`src/inc/pd_lane_pkg.sv`:
```
// constants, field layout and register map of the channel power-down and
// extra-lane block; assumes APB access with one aligned word per register
//
// Function
// - setting the B power-down bit powers down converter channel B
// - setting the A power-down bit powers down converter channel A
// - a powered-down converter also powers down its bound digital channels
// - both converters down powers down the whole serial-link subsystem
// - B digital channel off on shared link A: link A runs, B undefined
// - extra-lane bits 7:1 enable lanes 1 to 7 of link A
// - an extra-lane bit alone turns on only the lane's link-layer clocks
// - bit 0 low gives clocks only; high also enables extra serializers
// - extra lanes take rate and mode from link mode and test pattern
// - extra-only lane with test pattern 0 or 5 sends the octet ramp
// - extra-lane bits never override a powered-down link
// - serializer n gets a clock only if lanes 0 to n-1 are enabled
// - power-down register at index 0x209 resets to 0x00
package pd_lane_pkg;

  // ***************************
  // register indices and addresses
  // ***************************
  localparam int ADDR_W = 12;
  localparam logic [9:0] IDX_CH_PD = 10'h209;
  localparam logic [9:0] IDX_EXTRA_A = 10'h20A;
  localparam logic [9:0] IDX_LINK_CFG = 10'h20C;
  localparam logic [9:0] IDX_STATUS = 10'h20D;
  localparam logic [11:0] ADDR_CH_PD = {IDX_CH_PD, 2'h0};
  localparam logic [11:0] ADDR_EXTRA_A = {IDX_EXTRA_A, 2'h0};
  localparam logic [11:0] ADDR_LINK_CFG = {IDX_LINK_CFG, 2'h0};
  localparam logic [11:0] ADDR_STATUS = {IDX_STATUS, 2'h0};

  // ***************************
  // reset values
  // ***************************
  localparam logic [7:0] CH_PD_RST = 8'h00;
  localparam logic [7:0] EXTRA_A_RST = 8'h00;

  // ***************************
  // fields
  // ***************************
  localparam int PD_A_BIT = 0;
  localparam int PD_B_BIT = 1;
  localparam int SER_OPT_BIT = 0;
  localparam int CFG_EN_BIT = 0;
  localparam int CFG_BIND_LSB = 1;
  localparam int CFG_TEST_LSB = 4;
  localparam int CFG_MODE_LSB = 8;
  localparam int TEST_W = 4;
  localparam int MODE_W = 5;
  localparam int ST_CONV_A = 0;
  localparam int ST_CONV_B = 1;
  localparam int ST_SUBSYS = 2;
  localparam int ST_B_UNDEF = 3;
  localparam int ST_ORDER_ERR = 4;
  localparam int ST_CLK_LSB = 8;
  localparam int ST_SER_LSB = 16;
  localparam logic [3:0] TEST_NONE = 4'h0;
  localparam logic [3:0] TEST_RAMP = 4'h4;
  localparam logic [3:0] TEST_ALT = 4'h5;

  typedef enum logic [2:0] {
    SEL_NONE = 3'h0,
    SEL_CH_PD = 3'h1,
    SEL_EXTRA = 3'h2,
    SEL_CFG = 3'h3,
    SEL_STAT = 3'h4
  } reg_sel_t;

  function automatic reg_sel_t decode(input logic [11:0] a);
    unique case (a)
      ADDR_CH_PD: decode = SEL_CH_PD;
      ADDR_EXTRA_A: decode = SEL_EXTRA;
      ADDR_LINK_CFG: decode = SEL_CFG;
      ADDR_STATUS: decode = SEL_STAT;
      default: decode = SEL_NONE;
    endcase
  endfunction : decode

endpackage : pd_lane_pkg

```
`src/channel_pd_extra_lane_ctrl.sv`:
```
// apb register bank for converter power-down and link A extra lanes
// assumes pclk at 50 MHz, mode lane needs supplied by the link logic
`timescale 1ns/1ps
module channel_pd_extra_lane_ctrl #(
  parameter int NUM_LANES = 8,
  parameter int NUM_DIG = 2
) (
  input wire logic pclk,
  input wire logic presetn,
  input wire logic psel,
  input wire logic penable,
  input wire logic pwrite,
  input wire logic [11:0] paddr,
  input wire logic [31:0] pwdata,
  input wire logic [3:0] pstrb,
  output logic [31:0] prdata,
  output logic pready,
  output logic pslverr,
  input wire logic [NUM_LANES-1:0] mode_lane_need,
  input wire logic mode_ab_on_link_a,
  output logic conv_a_powerdown,
  output logic conv_b_powerdown,
  output logic [NUM_DIG-1:0] dig_ch_powerdown,
  output logic link_subsys_powerdown,
  output logic serial_link_enable,
  output logic [4:0] link_mode_select,
  output logic [3:0] test_pattern_select,
  output logic [NUM_LANES-1:0] lane_clk_en,
  output logic [NUM_LANES-1:0] lane_ser_en,
  output logic [NUM_LANES-1:0] lane_ramp_en,
  output logic b_samples_undefined
);

  // ***************************
  // state
  // ***************************
  typedef struct packed {
    logic [7:0] ch_pd;
    logic [7:0] extra_a;
    logic link_en;
    logic [NUM_DIG-1:0] bind_b;
    logic [3:0] test;
    logic [4:0] mode;
    logic order_err;
    logic [31:0] rdata;
    logic ready;
    logic slverr;
    logic conv_a;
    logic conv_b;
    logic [NUM_DIG-1:0] dig;
    logic subsys;
    logic [NUM_LANES-1:0] clk_en;
    logic [NUM_LANES-1:0] ser_en;
    logic [NUM_LANES-1:0] ramp;
    logic b_undef;
    logic [3:0] test_q;
  } state_t;

  state_t s_reg;
  state_t s_next;

  logic c_conv_a;
  logic c_conv_b;
  logic [NUM_DIG-1:0] c_dig;
  logic c_subsys;
  logic [NUM_LANES-1:0] c_clk;
  logic [NUM_LANES-1:0] c_ser;
  logic [NUM_LANES-1:0] c_ramp;
  logic [NUM_LANES-1:0] extra_lanes;
  logic setup;
  logic access;
  logic wr_pd_ext;
  pd_lane_pkg::reg_sel_t sel;

  // ***************************
  // derived control
  // ***************************
  pd_map #(.NUM_DIG(NUM_DIG)) u_pd_map (
    .pd_a(s_reg.ch_pd[pd_lane_pkg::PD_A_BIT]),
    .pd_b(s_reg.ch_pd[pd_lane_pkg::PD_B_BIT]),
    .bind_b(s_reg.bind_b),
    .conv_a(c_conv_a),
    .conv_b(c_conv_b),
    .dig_pd(c_dig),
    .subsys_pd(c_subsys)
  );

  // lane 0 has no extra bit: bit 0 is the serializer option
  assign extra_lanes = {s_reg.extra_a[NUM_LANES-1:1], 1'b0};

  lane_enable_calc #(.NUM_LANES(NUM_LANES)) u_lanes (
    .link_active(s_reg.link_en & ~c_subsys),
    .mode_need(mode_lane_need),
    .extra(extra_lanes),
    .ser_opt(s_reg.extra_a[pd_lane_pkg::SER_OPT_BIT]),
    .test(s_reg.test),
    .clk_en(c_clk),
    .ser_en(c_ser),
    .ramp(c_ramp)
  );

  // ***************************
  // apb and register update
  // ***************************
  assign setup = psel & ~penable;
  assign access = psel & penable & s_reg.ready;
  assign sel = pd_lane_pkg::decode(paddr);
  // changing these while the link runs is a software slip; it is kept
  assign wr_pd_ext = access & pwrite & pstrb[0] & s_reg.link_en &
                     ((sel == pd_lane_pkg::SEL_CH_PD) ||
                      (sel == pd_lane_pkg::SEL_EXTRA));

  always_comb begin
    s_next = s_reg;
    s_next.ready = setup;
    if (setup) begin
      s_next.slverr = (sel == pd_lane_pkg::SEL_NONE);
      s_next.rdata = 32'h0000_0000;
      unique case (sel)
        pd_lane_pkg::SEL_CH_PD: s_next.rdata[7:0] = s_reg.ch_pd;
        pd_lane_pkg::SEL_EXTRA: s_next.rdata[7:0] = s_reg.extra_a;
        pd_lane_pkg::SEL_CFG: begin
          s_next.rdata[pd_lane_pkg::CFG_EN_BIT] = s_reg.link_en;
          s_next.rdata[pd_lane_pkg::CFG_BIND_LSB +: NUM_DIG] = s_reg.bind_b;
          s_next.rdata[pd_lane_pkg::CFG_TEST_LSB +: 4] = s_reg.test;
          s_next.rdata[pd_lane_pkg::CFG_MODE_LSB +: 5] = s_reg.mode;
        end
        pd_lane_pkg::SEL_STAT: begin
          s_next.rdata[pd_lane_pkg::ST_CONV_A] = s_reg.conv_a;
          s_next.rdata[pd_lane_pkg::ST_CONV_B] = s_reg.conv_b;
          s_next.rdata[pd_lane_pkg::ST_SUBSYS] = s_reg.subsys;
          s_next.rdata[pd_lane_pkg::ST_B_UNDEF] = s_reg.b_undef;
          s_next.rdata[pd_lane_pkg::ST_ORDER_ERR] = s_reg.order_err;
          s_next.rdata[pd_lane_pkg::ST_CLK_LSB +: NUM_LANES] = s_reg.clk_en;
          s_next.rdata[pd_lane_pkg::ST_SER_LSB +: NUM_LANES] = s_reg.ser_en;
        end
        pd_lane_pkg::SEL_NONE: s_next.rdata = 32'h0000_0000;
      endcase
    end else if (!psel) begin
      s_next.slverr = 1'b0;
    end
    if (access && pwrite) begin
      unique case (sel)
        pd_lane_pkg::SEL_CH_PD:
          if (pstrb[0]) s_next.ch_pd = pwdata[7:0];
        pd_lane_pkg::SEL_EXTRA:
          if (pstrb[0]) s_next.extra_a = pwdata[7:0];
        pd_lane_pkg::SEL_CFG: begin
          if (pstrb[0]) begin
            s_next.link_en = pwdata[pd_lane_pkg::CFG_EN_BIT];
            s_next.bind_b = pwdata[pd_lane_pkg::CFG_BIND_LSB +: NUM_DIG];
            s_next.test = pwdata[pd_lane_pkg::CFG_TEST_LSB +: 4];
          end
          if (pstrb[1]) begin
            s_next.mode = pwdata[pd_lane_pkg::CFG_MODE_LSB +: 5];
          end
        end
        pd_lane_pkg::SEL_STAT:
          if (pstrb[0] && pwdata[pd_lane_pkg::ST_ORDER_ERR]) begin
            s_next.order_err = 1'b0;
          end
        pd_lane_pkg::SEL_NONE: s_next.order_err = s_reg.order_err;
      endcase
    end
    // a new slip beats a clear in the same cycle
    if (wr_pd_ext) begin
      s_next.order_err = 1'b1;
    end
    s_next.conv_a = c_conv_a;
    s_next.conv_b = c_conv_b;
    s_next.dig = c_dig;
    s_next.subsys = c_subsys;
    s_next.clk_en = c_clk;
    s_next.ser_en = c_ser;
    s_next.ramp = c_ramp;
    s_next.test_q = s_reg.test;
    // link A stays up; only the B sample content is lost
    s_next.b_undef = mode_ab_on_link_a &
                     s_reg.ch_pd[pd_lane_pkg::PD_B_BIT] & ~c_subsys;
  end

  always_ff @(posedge pclk or negedge presetn) begin
    if (!presetn) begin
      s_reg <= '0;
      s_reg.ch_pd <= pd_lane_pkg::CH_PD_RST;
      s_reg.extra_a <= pd_lane_pkg::EXTRA_A_RST;
    end else begin
      s_reg <= s_next;
    end
  end

  // ***************************
  // outputs
  // ***************************
  assign prdata = s_reg.rdata;
  assign pready = s_reg.ready;
  assign pslverr = s_reg.slverr;
  assign conv_a_powerdown = s_reg.conv_a;
  assign conv_b_powerdown = s_reg.conv_b;
  assign dig_ch_powerdown = s_reg.dig;
  assign link_subsys_powerdown = s_reg.subsys;
  assign serial_link_enable = s_reg.link_en;
  assign link_mode_select = s_reg.mode;
  assign test_pattern_select = s_reg.test_q;
  assign lane_clk_en = s_reg.clk_en;
  assign lane_ser_en = s_reg.ser_en;
  assign lane_ramp_en = s_reg.ramp;
  assign b_samples_undefined = s_reg.b_undef;
endmodule : channel_pd_extra_lane_ctrl

```
`src/pd_map.sv`:
```
// power-down fan-out from the converter bits to digital channels and link
// assumes binding bit i low ties digital channel i to converter A
`timescale 1ns/1ps
module pd_map #(
  parameter int NUM_DIG = 2
) (
  input wire logic pd_a,
  input wire logic pd_b,
  input wire logic [NUM_DIG-1:0] bind_b,
  output logic conv_a,
  output logic conv_b,
  output logic [NUM_DIG-1:0] dig_pd,
  output logic subsys_pd
);

  always_comb begin
    conv_a = pd_a;
    conv_b = pd_b;
    // a channel bound to B falls with B, others with A
    for (int i = 0; i < NUM_DIG; i++) begin
      dig_pd[i] = bind_b[i] ? pd_b : pd_a;
    end
    subsys_pd = pd_a & pd_b;
  end

endmodule : pd_map

```
`src/lane_enable_calc.sv`:
```
// per-lane clock, serializer and ramp enables of link A
// assumes mode_need comes from the link-mode logic outside this block
`timescale 1ns/1ps
module lane_enable_calc #(
  parameter int NUM_LANES = 8
) (
  input wire logic link_active,
  input wire logic [NUM_LANES-1:0] mode_need,
  input wire logic [NUM_LANES-1:0] extra,
  input wire logic ser_opt,
  input wire logic [3:0] test,
  output logic [NUM_LANES-1:0] clk_en,
  output logic [NUM_LANES-1:0] ser_en,
  output logic [NUM_LANES-1:0] ramp
);

  logic chain;
  logic ramp_ok;
  logic [NUM_LANES-1:0] want;

  always_comb begin
    chain = 1'b1;
    ramp_ok = (test == pd_lane_pkg::TEST_NONE) ||
              (test == pd_lane_pkg::TEST_ALT);
    for (int n = 0; n < NUM_LANES; n++) begin
      // a dead link keeps every lane off
      clk_en[n] = link_active & (mode_need[n] | extra[n]);
      want[n] = link_active & (mode_need[n] | (extra[n] & ser_opt));
      // no clock reaches a serializer above a gap
      ser_en[n] = want[n] & chain;
      chain = chain & want[n];
      // rate and mode follow the link; only the pattern may change
      ramp[n] = ser_en[n] & extra[n] & ~mode_need[n] & ramp_ok;
    end
  end

endmodule : lane_enable_calc

```
`config.mk`:
```
export PLATFORM = sky130hd
export DESIGN_NAME = channel_pd_extra_lane_ctrl
export DESIGN_NICKNAME = d
export VERILOG_FILES = /design/src/inc/pd_lane_pkg.sv /design/src/channel_pd_extra_lane_ctrl.sv /design/src/pd_map.sv /design/src/lane_enable_calc.sv
export SDC_FILE = /design/constraint.sdc
export NUM_CORES = 1
export LEC_CHECK = 0
export BUFFER_PORTS_ARGS = -buffer_cell sky130_fd_sc_hd__buf_2
export CAP_MARGIN = 20
export CELL_PAD_IN_SITES_DETAIL_PLACEMENT = 0
export CELL_PAD_IN_SITES_GLOBAL_PLACEMENT = 2
export CORE_AREA = 4 4 128 130
export CTS_BUF_LIST = sky130_fd_sc_hd__clkbuf_16
export DETAILED_ROUTE_END_ITERATION = 16
export DIE_AREA = 0 0 132 134
export HOLD_SLACK_MARGIN = 0.12
export PLACE_DENSITY = 0.77
export SYNTH_ARGS = -nofsm -noshare
export SYNTH_HDL_FRONTEND = slang
export SYNTH_HIERARCHICAL = 1
export SYNTH_SLANG_ARGS = --single-unit
```
`constraint.sdc`:
```
create_clock -name pclk -period 1.6 [get_ports pclk]
set_clock_uncertainty 0.05 [all_clocks]
set_input_delay 0.16 -clock pclk [delete_from_list [all_inputs] [get_ports pclk]]
set_output_delay 0.16 -clock pclk [all_outputs]
set_load 0.1 [all_outputs]
```
# --- Word-level counts from Yosys, hierarchy flattened ---
# Cells that the tools add are included.
op_classes:
  n_eq_ne: 10
  mux: 15
  bitwise_logic: 84
  n_reduce_logical: 14
ops:
  columns: ["op", "count"]
  rows:
  - ["$and 1x1->1", 61]
  - ["$eq 12x12->1 const B", 4]
  - ["$pmux 3 s5", 1]
  - ["$reduce_and 3->1", 5]
  - ["$or 1x1->1", 14]
  - ["$pmux 3 s4", 1]
  - ["$mux 11", 1]
  - ["$pmux 5 s2", 1]
  - ["$not 1->1", 9]
  - ["$pmux 3 s3", 1]
  - ["$mux 1", 8]
  - ["$eq 3x2->1 const B", 2]
  - ["$reduce_bool 2->1", 3]
  - ["$pmux 1 s5", 1]
  - ["$eq 4x3->1 const B", 1]
  - ["$logic_not 4->1", 1]
  - ["$eq 3x1->1 const B", 1]
  - ["$eq 3x3->1 const B", 1]
  - ["$logic_not 3->1", 1]
  - ["$pmux 1 s3", 1]
  - ["$logic_and 1x1->1", 2]
  - ["$logic_or 1x1->1", 2]
  - ["$ne 2x1->1 const B", 1]
word_totals:
  register_bits: 88
  in_bits: 62
  output_inout_bits: 74
  wordCells: 142

# --- Longest topological paths before layout ---
# Gate-level depths: netlist (run 1).
depth:
  word_depth: 14
  ltp_mapped: 7
  mapped_depth_nobuf: 5

# --- Hierarchy ---
# The synthesis (run 1) kept the hierarchy.
modules_own_cells:
  columns: ["module", "instances", "cells_each", "area_each_um2", "seq_area_each_um2"]
  rows:
  - ["channel_pd_extra_lane_ctrl", 1, 309, 3906.2, 2227.1]
  - ["lane_enable_calc", 1, 50, 370.4, 0.0]
  - ["pd_map", 1, 5, 47.5, 0.0]

# --- Worst setup path after synthesis (run 1) ---
# OpenSTA, ideal clock, no wires.
synth_path:
  path_type: "register to register"
  start: "reg s_reg (netlist bit pready)"
  end: "reg s_reg (netlist bit extra_lanes[1])"
  setup_time_ns: 0.125
  arrival_time_ns: 2.036
  required_time_ns: 1.425
  path_slack_ns: -0.611
  path_stages_with_launch: 5
  path_buffers: 0
  synth_period_minus_slack_ns: 2.211
  path_cell_list: "dfrtp_1 > and4_1 > nand2_1 > nor3_4 > mux2_2"
synth_between:
  elab_chain_cells: 3
synth_rtl:
  columns: ["element", "line", "rtl"]
  rows:
  - ["start, declared", "channel_pd_extra_lane_ctrl.sv:59", "state_t s_reg;"]
  - ["start signal, assigned", "channel_pd_extra_lane_ctrl.sv:188", "s_reg <= s_next;"]
  - ["$and 1x1->1", "channel_pd_extra_lane_ctrl.sv:106", "assign access = psel & penable & s_reg.ready;"]
  - ["$logic_and 1x1->1", "channel_pd_extra_lane_ctrl.sv:142", "if (access && pwrite) begin"]
  - ["$reduce_and 3->1 (no source line)", null, null]
# No other way between the ends.
# A chain may end at the register's enable or synchronous reset.

# --- Worst setup path in the final report (run 1) ---
layout_path:
  start: "in paddr[8]"
  end: "reg s_reg (netlist bit s_next[2])"
layout_between:
  elab_chain_cells: 4
  elab_cells_between_ends: 7
  cone_classes: "eq/ne: 5; mux: 1; reduce/logical: 1"
layout_rtl:
  columns: ["element", "line", "rtl"]
  rows:
  - ["start, declared", "channel_pd_extra_lane_ctrl.sv:13", "input wire logic [11:0] paddr,"]
  - ["$eq 12x12->1", "pd_lane_pkg.sv:71", "unique case (a)"]
  - ["$pmux 3 s4 *", "pd_lane_pkg.sv:71", null]
  - ["$eq 3x2->1 *", "channel_pd_extra_lane_ctrl.sv:143", "unique case (sel)"]
  - ["$reduce_and 3->1 (no source line) *", null, null]
# Every way passes the cells marked *; elsewhere a longest branch is shown, timed or not.

==> metrics.yaml, run 1 <==
status: "finished, violations left"
violations: "negative setup slack"
ys_ff_latch: 89
core_um2: 15100
final_common_cell: "buf_2"
htree_levels: 3
drt-wirelength-per-cell_um: 16.4
rsz0062_at_grt: "yes"
routed-wl-met3_um: 648
final_util_pct: 38.0
grt_start_max_net_pins: 34
initialDrtViolationCount: 119
synth_ff_type: "dfrtp_1"
cts_made_buffers: 9
drc: 0
fillCellCount: 1489
final.min_clock_period_ps: 1720
crit_type: "in -> reg"
cts_root_buf: "clkbuf_16"
synth_mux_area_share_pct: 7.90
ir_drop_v: 0.000440
pin_count: 136
critPathSlowestCell: "or4_4"
cts_tree: "done"
r2r-start: "pready"
min_path_cells: 2
max-cap-violations: 0
path_clk_slew_ps: 70
initial_core_util_pct: 28.6
power.density_nw_per_um2: 825
min_path_type: "in -> reg"
synth-edff-count: 0
dp_cells: 637
antenna_found_initial: 0
place_congestion: 0.850
wl_mm: 11.2
nNetsFinal: 552
vias: 3112
drv_slew: 0
cp-start-kind: "primary input"
ant_nets: 0
cp.required_ps: 1770
hold_violations: 0
hold_end: "extra_lanes[4]"
grt_pass1_vias: 3241
finalNonFillerCells: 683
die_w_um: 132
clk_path_buf_depth: 2
final_cell_mix: "buf_2 (104), dfrtp_1 (87), buf_4 (47)"
cp_common_cell: "buf_6"
worst_slack_ps: -121
io_buffers: 106
avgSynthCellArea_um2: 11.9
cp.arrival_ps: 1890
r2r_end: "s_next[2]"
worstSetupEndpointType: "flop"
min_period_over_period_pct: 108
path_max_fanout: 6
dieArea_um2: 17700
dp_hpwl_mm: 8.50
synth_top_family_by_area: "buffers and inverters"
grt_pass1_wl_mm: 17.9
dr_wl_met2_mm: 5.53
reg2regPathDepth: 5
dr.pass1.iters: 4
synth_warnings: 6
largest_reg_flops: 24
m1WireLength_mm: 4.89
path_cells: "buf_6, or4_4, or3_4, nor3_4, buf_6, mux2_4"
die_h_um: 134
crit_family: "simple AND/OR/NAND/NOR gates"
setup_viol: 50
synth_area_um2: 4320
ff2ff_setup_slack_ps: -20
syn_to_final_growth_pct: 33.2
highest_layer: "met4"
synth_xor_area_share_pct: 0.608
clock-sinks: 89
antenna_cells: 0
cp.buffers_inverters: 2
synthCells: 364
grt_util_all_layers_pct: 12.8
synthSimpleGateAreaFrac_pct: 13.1
max_stage_delay_ps: 520
clk-insertion-delay-late_ps: 340
async_flop_share_pct: 100
gr-total-overflow: 0
synthDistinctLibCells: 56
hold_start: "pwdata[4]"
p_leak_nw: 2.90
fmax_ghz: 0.581
drive_gt1_share_pct: 50.5
row_count: 45
synth_compound_area_share_pct: 11.9
synthAdderAreaFrac_pct: 0
fin_total_pwr_w: 0.00475
yosysSeqAreaShare_pct: 51.5
routed_via_density: 4.56
## area by class of cell
type | count | area [um2] | share of cell area (%)
repair buffers | 188 | 1290 | 22.5
clock buffers | 9 | 225 | 3.91
flip-flops and latches | 89 | 2230 | 38.8
clock inverters | 7 | 47.5 | 0.826
well taps | 188 | 235 | 4.09
inverters | 9 | 33.8 | 0.587
multi-input cells | 193 | 1690 | 29.3
## cells in the mapped netlist, types with 3 or more instances
cell       n  area (um2)
nor2b_1    5        31.3
o21a_1     8        60.1
nand3_1    3        15.0
a211oi_1   4        30.0
nor3b_1    3        22.5
a221o_1    5        50.1
clkbuf_1   8        30.0
a22oi_1    8        60.1
nor4_1    11        68.8
nor3_1     7        35.0
a21o_2     5        43.8
a22o_1    13         114
buf_4     70         526
nand2b_1   3        18.8
nor4b_1    4        35.0
a31oi_1    4        25.0
a21oi_1    5        25.0
inv_1      8        30.0
mux2_2    28         315
buf_6      4        45.0
dfrtp_1   89        2230
nand2_1   10        37.5
and2_1     6        37.5
nor2_1     9        33.8
o21ai_0    5        25.0
## how the worst max path moves through the flow
stage / cells past startpoint / endpoint / start
finish: 6 / s_next[2] / paddr[8]
detailed placement: 6 / prdata[5] / paddr[1]
global placement: 7 / s_reg[89] / paddr[1]
floorplan: 5 / s_next[0] / paddr[1]
CTS: 6 / s_next[3] / paddr[8]
global route: 7 / s_reg[93] / paddr[8]
## power by group
group,internal (W),switching [W]
logic,0.000162,0.000371
registers,0.00226,0.00000746
clock network,0.00105,0.000894
## cell families (layout without fill, tap and decap cells)
family / Yosys count / count (layout)
buffers and inverters: 93 / 213
DFF: 89 / 89
and+or+nand+nor: 83 / 84
AOI/OAI and AO/OA: 65 / 65
muxes: 30 / 30
xor gates and xnor gates: 3 / 3
other: 1 / 11
## repair_timing
item / 4_1_cts / 5_1_grt
gates cloned: 0 / 1
setup endpoints to repair: 56 / 62
gates resized for setup: 27 / 12
buffers inserted: 5 / 0
hold buffers: 24 / 0
endpoints found under the hold margin: 131 / 0
pin swaps: 5 / 2
## layer usage
layer / vias to the layer above / track usage (%)
met5: - / 0
met4: 0 / 2.92
li1: 1479 / -
met3: 10 / 3.98
met2: 94 / 21.5
met1: 1529 / 16.3
## through the flow
step                worst slack (ps)  area (um2)  setup TNS [ps]  hold slack [ps]
floorplan                       -467        4410          -17060             -186
global placement                -585        5000          -26360             64.7
detailed placement              -576        5000          -26940             69.6
CTS                             -124        5680           -3280              128
global route                    -159        5760           -5780              124
finish                          -121        5760           -3460              146
(Power assumes the default switching activity.)
==> run 2, diff against run 1 <==
- CORE_AREA: 4 4 128 130 -> 10 10 134 136
- DIE_AREA: 0 0 132 134 -> 0 0 144 146
==> metrics.yaml, run 2 (same netlist as run 1, synthesis figures left out) <==
status: "finished, violations left"  # unchanged
violations: "negative setup slack"  # unchanged
grt_util_all_layers_pct: 12.0  # was 12.8%
whs_ps: 187  # was 146 ps
drt-wirelength-per-cell_um: 18.1  # was 16.4 um
dp_hpwl_mm: 9.29  # was 8.50 mm
worstSetupEndpointType: "flop"  # unchanged
dr.pass1.iters: 4  # unchanged
p_leak_nw: 3.05  # was 2.90 nW
grt_pass1_wl_mm: 19.6  # was 17.9 mm
final.min_clock_period_ps: 1700  # was 1720 ps
wl_mm: 12.5  # was 11.2 mm
cp.required_ps: 1790  # was 1770 ps
nNetsFinal: 557  # was 552
dp_cells: 641  # was 637
initial_core_util_pct: 27.9  # was 28.6%
ant_nets: 0  # unchanged
drc: 0  # unchanged
maxSlewHeadroom_pct: 65.2
largest_reg_flops: 24  # unchanged
path_cells: "buf_6, or4_4, or3_4, nor3_4, buf_4, mux2_4"  # was buf_6, or4_4, or3_4, nor3_4, buf_6, mux2_4
grt_pass1_vias: 3452  # was 3,241
routed_via_density: 4.58  # was 4.56
use_met3_pct: 4.08  # was 3.98%
cts_tree: "done"  # unchanged
fmax_ghz: 0.588  # was 0.581 GHz
final_cell_mix: "buf_2 (104), dfrtp_1 (86), buf_4 (52)"  # was buf_2 (104), dfrtp_1 (87), buf_4 (47)
ir_drop_v: 0.000564  # was 0.000440 V
clk-insertion-delay-late_ps: 350  # was 340 ps
gr-total-overflow: 0  # unchanged
power.density_nw_per_um2: 892  # was 825 nW/um2
cts_root_buf: "clkbuf_16"  # unchanged
grt_start_max_net_pins: 50  # was 34
max_stage_delay_ps: 550  # was 520 ps
worst_pin_slew_ps: 526
drv_slew: 0  # unchanged
antenna_cells: 0  # unchanged
clock-sinks: 89  # unchanged
vias: 3166  # was 3,112
setup_viol: 47  # was 50
row_count: 46  # was 45
grt_util_met1_pct: 14.8  # was 16.3%
cp.arrival_ps: 1890  # about the same
cp-start-kind: "primary input"  # unchanged
crit_type: "in -> reg"  # unchanged
syn_to_final_growth_pct: 38.1  # was 33.2%
clk_path_buf_depth: 2  # unchanged
dieArea_um2: 21000  # was 17,700 um2
pin_count: 136  # unchanged
max-cap-violations: 0  # unchanged
antenna_found_initial: 0  # unchanged
cts_made_buffers: 9  # unchanged
place_congestion: 0.812  # was 0.850
initialDrtViolationCount: 116  # was 119
min_period_over_period_pct: 106  # was 108%
hold_violations: 0  # unchanged
grt_util_met2_pct: 19.3  # was 21.5%
critPathSlowestCell: "or4_4"  # unchanged
die_w_um: 144  # was 132 um
min_path_type: "in -> async"  # was in -> reg
fillCellCount: 1537  # was 1,489
grt.busiest_layer: "met2"  # unchanged
core_um2: 15500  # was 15,100 um2
path_clk_slew_ps: 70  # about the same
die_h_um: 146  # was 134 um
finalNonFillerCells: 692  # was 683
worst_slack_ps: -99.5  # was -121 ps
io_buffers: 106  # unchanged
rsz0062_at_grt: "yes"  # unchanged
htree_levels: 3  # unchanged
drive_gt1_share_pct: 52.6  # was 50.5%
path_max_fanout: 5  # was 6
final_common_cell: "buf_2"  # unchanged
==> run 2: cell types whose count changed in the layout (fill, tap and decap cells not counted), moves of 2 or more <==
cell	change
inv_1	-2
buf_4	+5
mux2_4	+6
nor4_2	-4
nor3_2	+3
nor4b_1	+2
nor4_4	+7
nor3_1	-3
mux2_2	-6
nor4b_2	-3
clkinvlp_4	-2
nor4_1	-3
bufinv_16	+3
==> run 2: worst paths after layout <==
path | end | cells past startpoint | from | slack, ps
max | extra_lanes[3] | 6 | paddr[8] | -100
min | prdata[8] | 2 | presetn | 190
max reg2reg | extra_lanes[3] | 5 | pready | -10
min reg2reg | test_pattern_select[3] | 0 | s_next[3] | 420
max in group asynchronous | pready | 3 | presetn | 720
min in group pclk | s_reg[68] | 4 | pstrb[0] | 250
==> run 2: layout make-up <==
cell class | instances | area, um2 | area share (%)
sequential | 89 | 2230 | 37.4
multi-input combinational | 193 | 1790 | 30.0
timing repair buffer | 193 | 1320 | 22.1
tap | 192 | 240 | 4.02
clock buffer | 9 | 225 | 3.77
clock inverter | 7 | 126 | 2.12
inverter | 9 | 33.8 | 0.566
==> run 2: through the flow <==
stage	total power, W	setup slack, ps	area (um2)	util [%]	TNS [ps]
finish	0.00533	-99.5	5970	38.6	-3430
floorplan	0.00264	-467	4410	-	-17060
detailed placement	0.00280	-577	4990	32.3	-26630
global route	0.00552	-152	5970	38.6	-5990
CTS	0.00540	-108	5750	37.1	-2400
global placement	0.00279	-551	4990	32.3	-25900
==> run 2: layer usage <==
layer	up-vias	wire [um]
met2	102	6090
met1	1565	5440
met4	0	154
met5	-	0
li1	1485	-
met3	14	835
==> run 2: repair_timing <==
item / in CTS / in global routing
pin swaps: 5 / 12
buffers inserted: 1 / 8
hold buffers: 25 / 0
setup endpoints to repair: 50 / 63
cloned: 1 / 0
resized for setup: 30 / 32
hold endpoints to repair: 135 / 0
==> run 2: critical path: cells and delay by family <==
kind	cells	cell delay, ps
buffers and inverters	2	270
multiplexers	1	300
AND/OR/NAND/NOR	3	1140
==> run 2: power breakdown <==
part,total (W),internal [W],leakage [nW],switching (W)
registers,0.00227,0.00226,1.22,0.00000842
clock network,0.00251,0.00155,0.168,0.000964
logic,0.000548,0.000164,1.66,0.000385
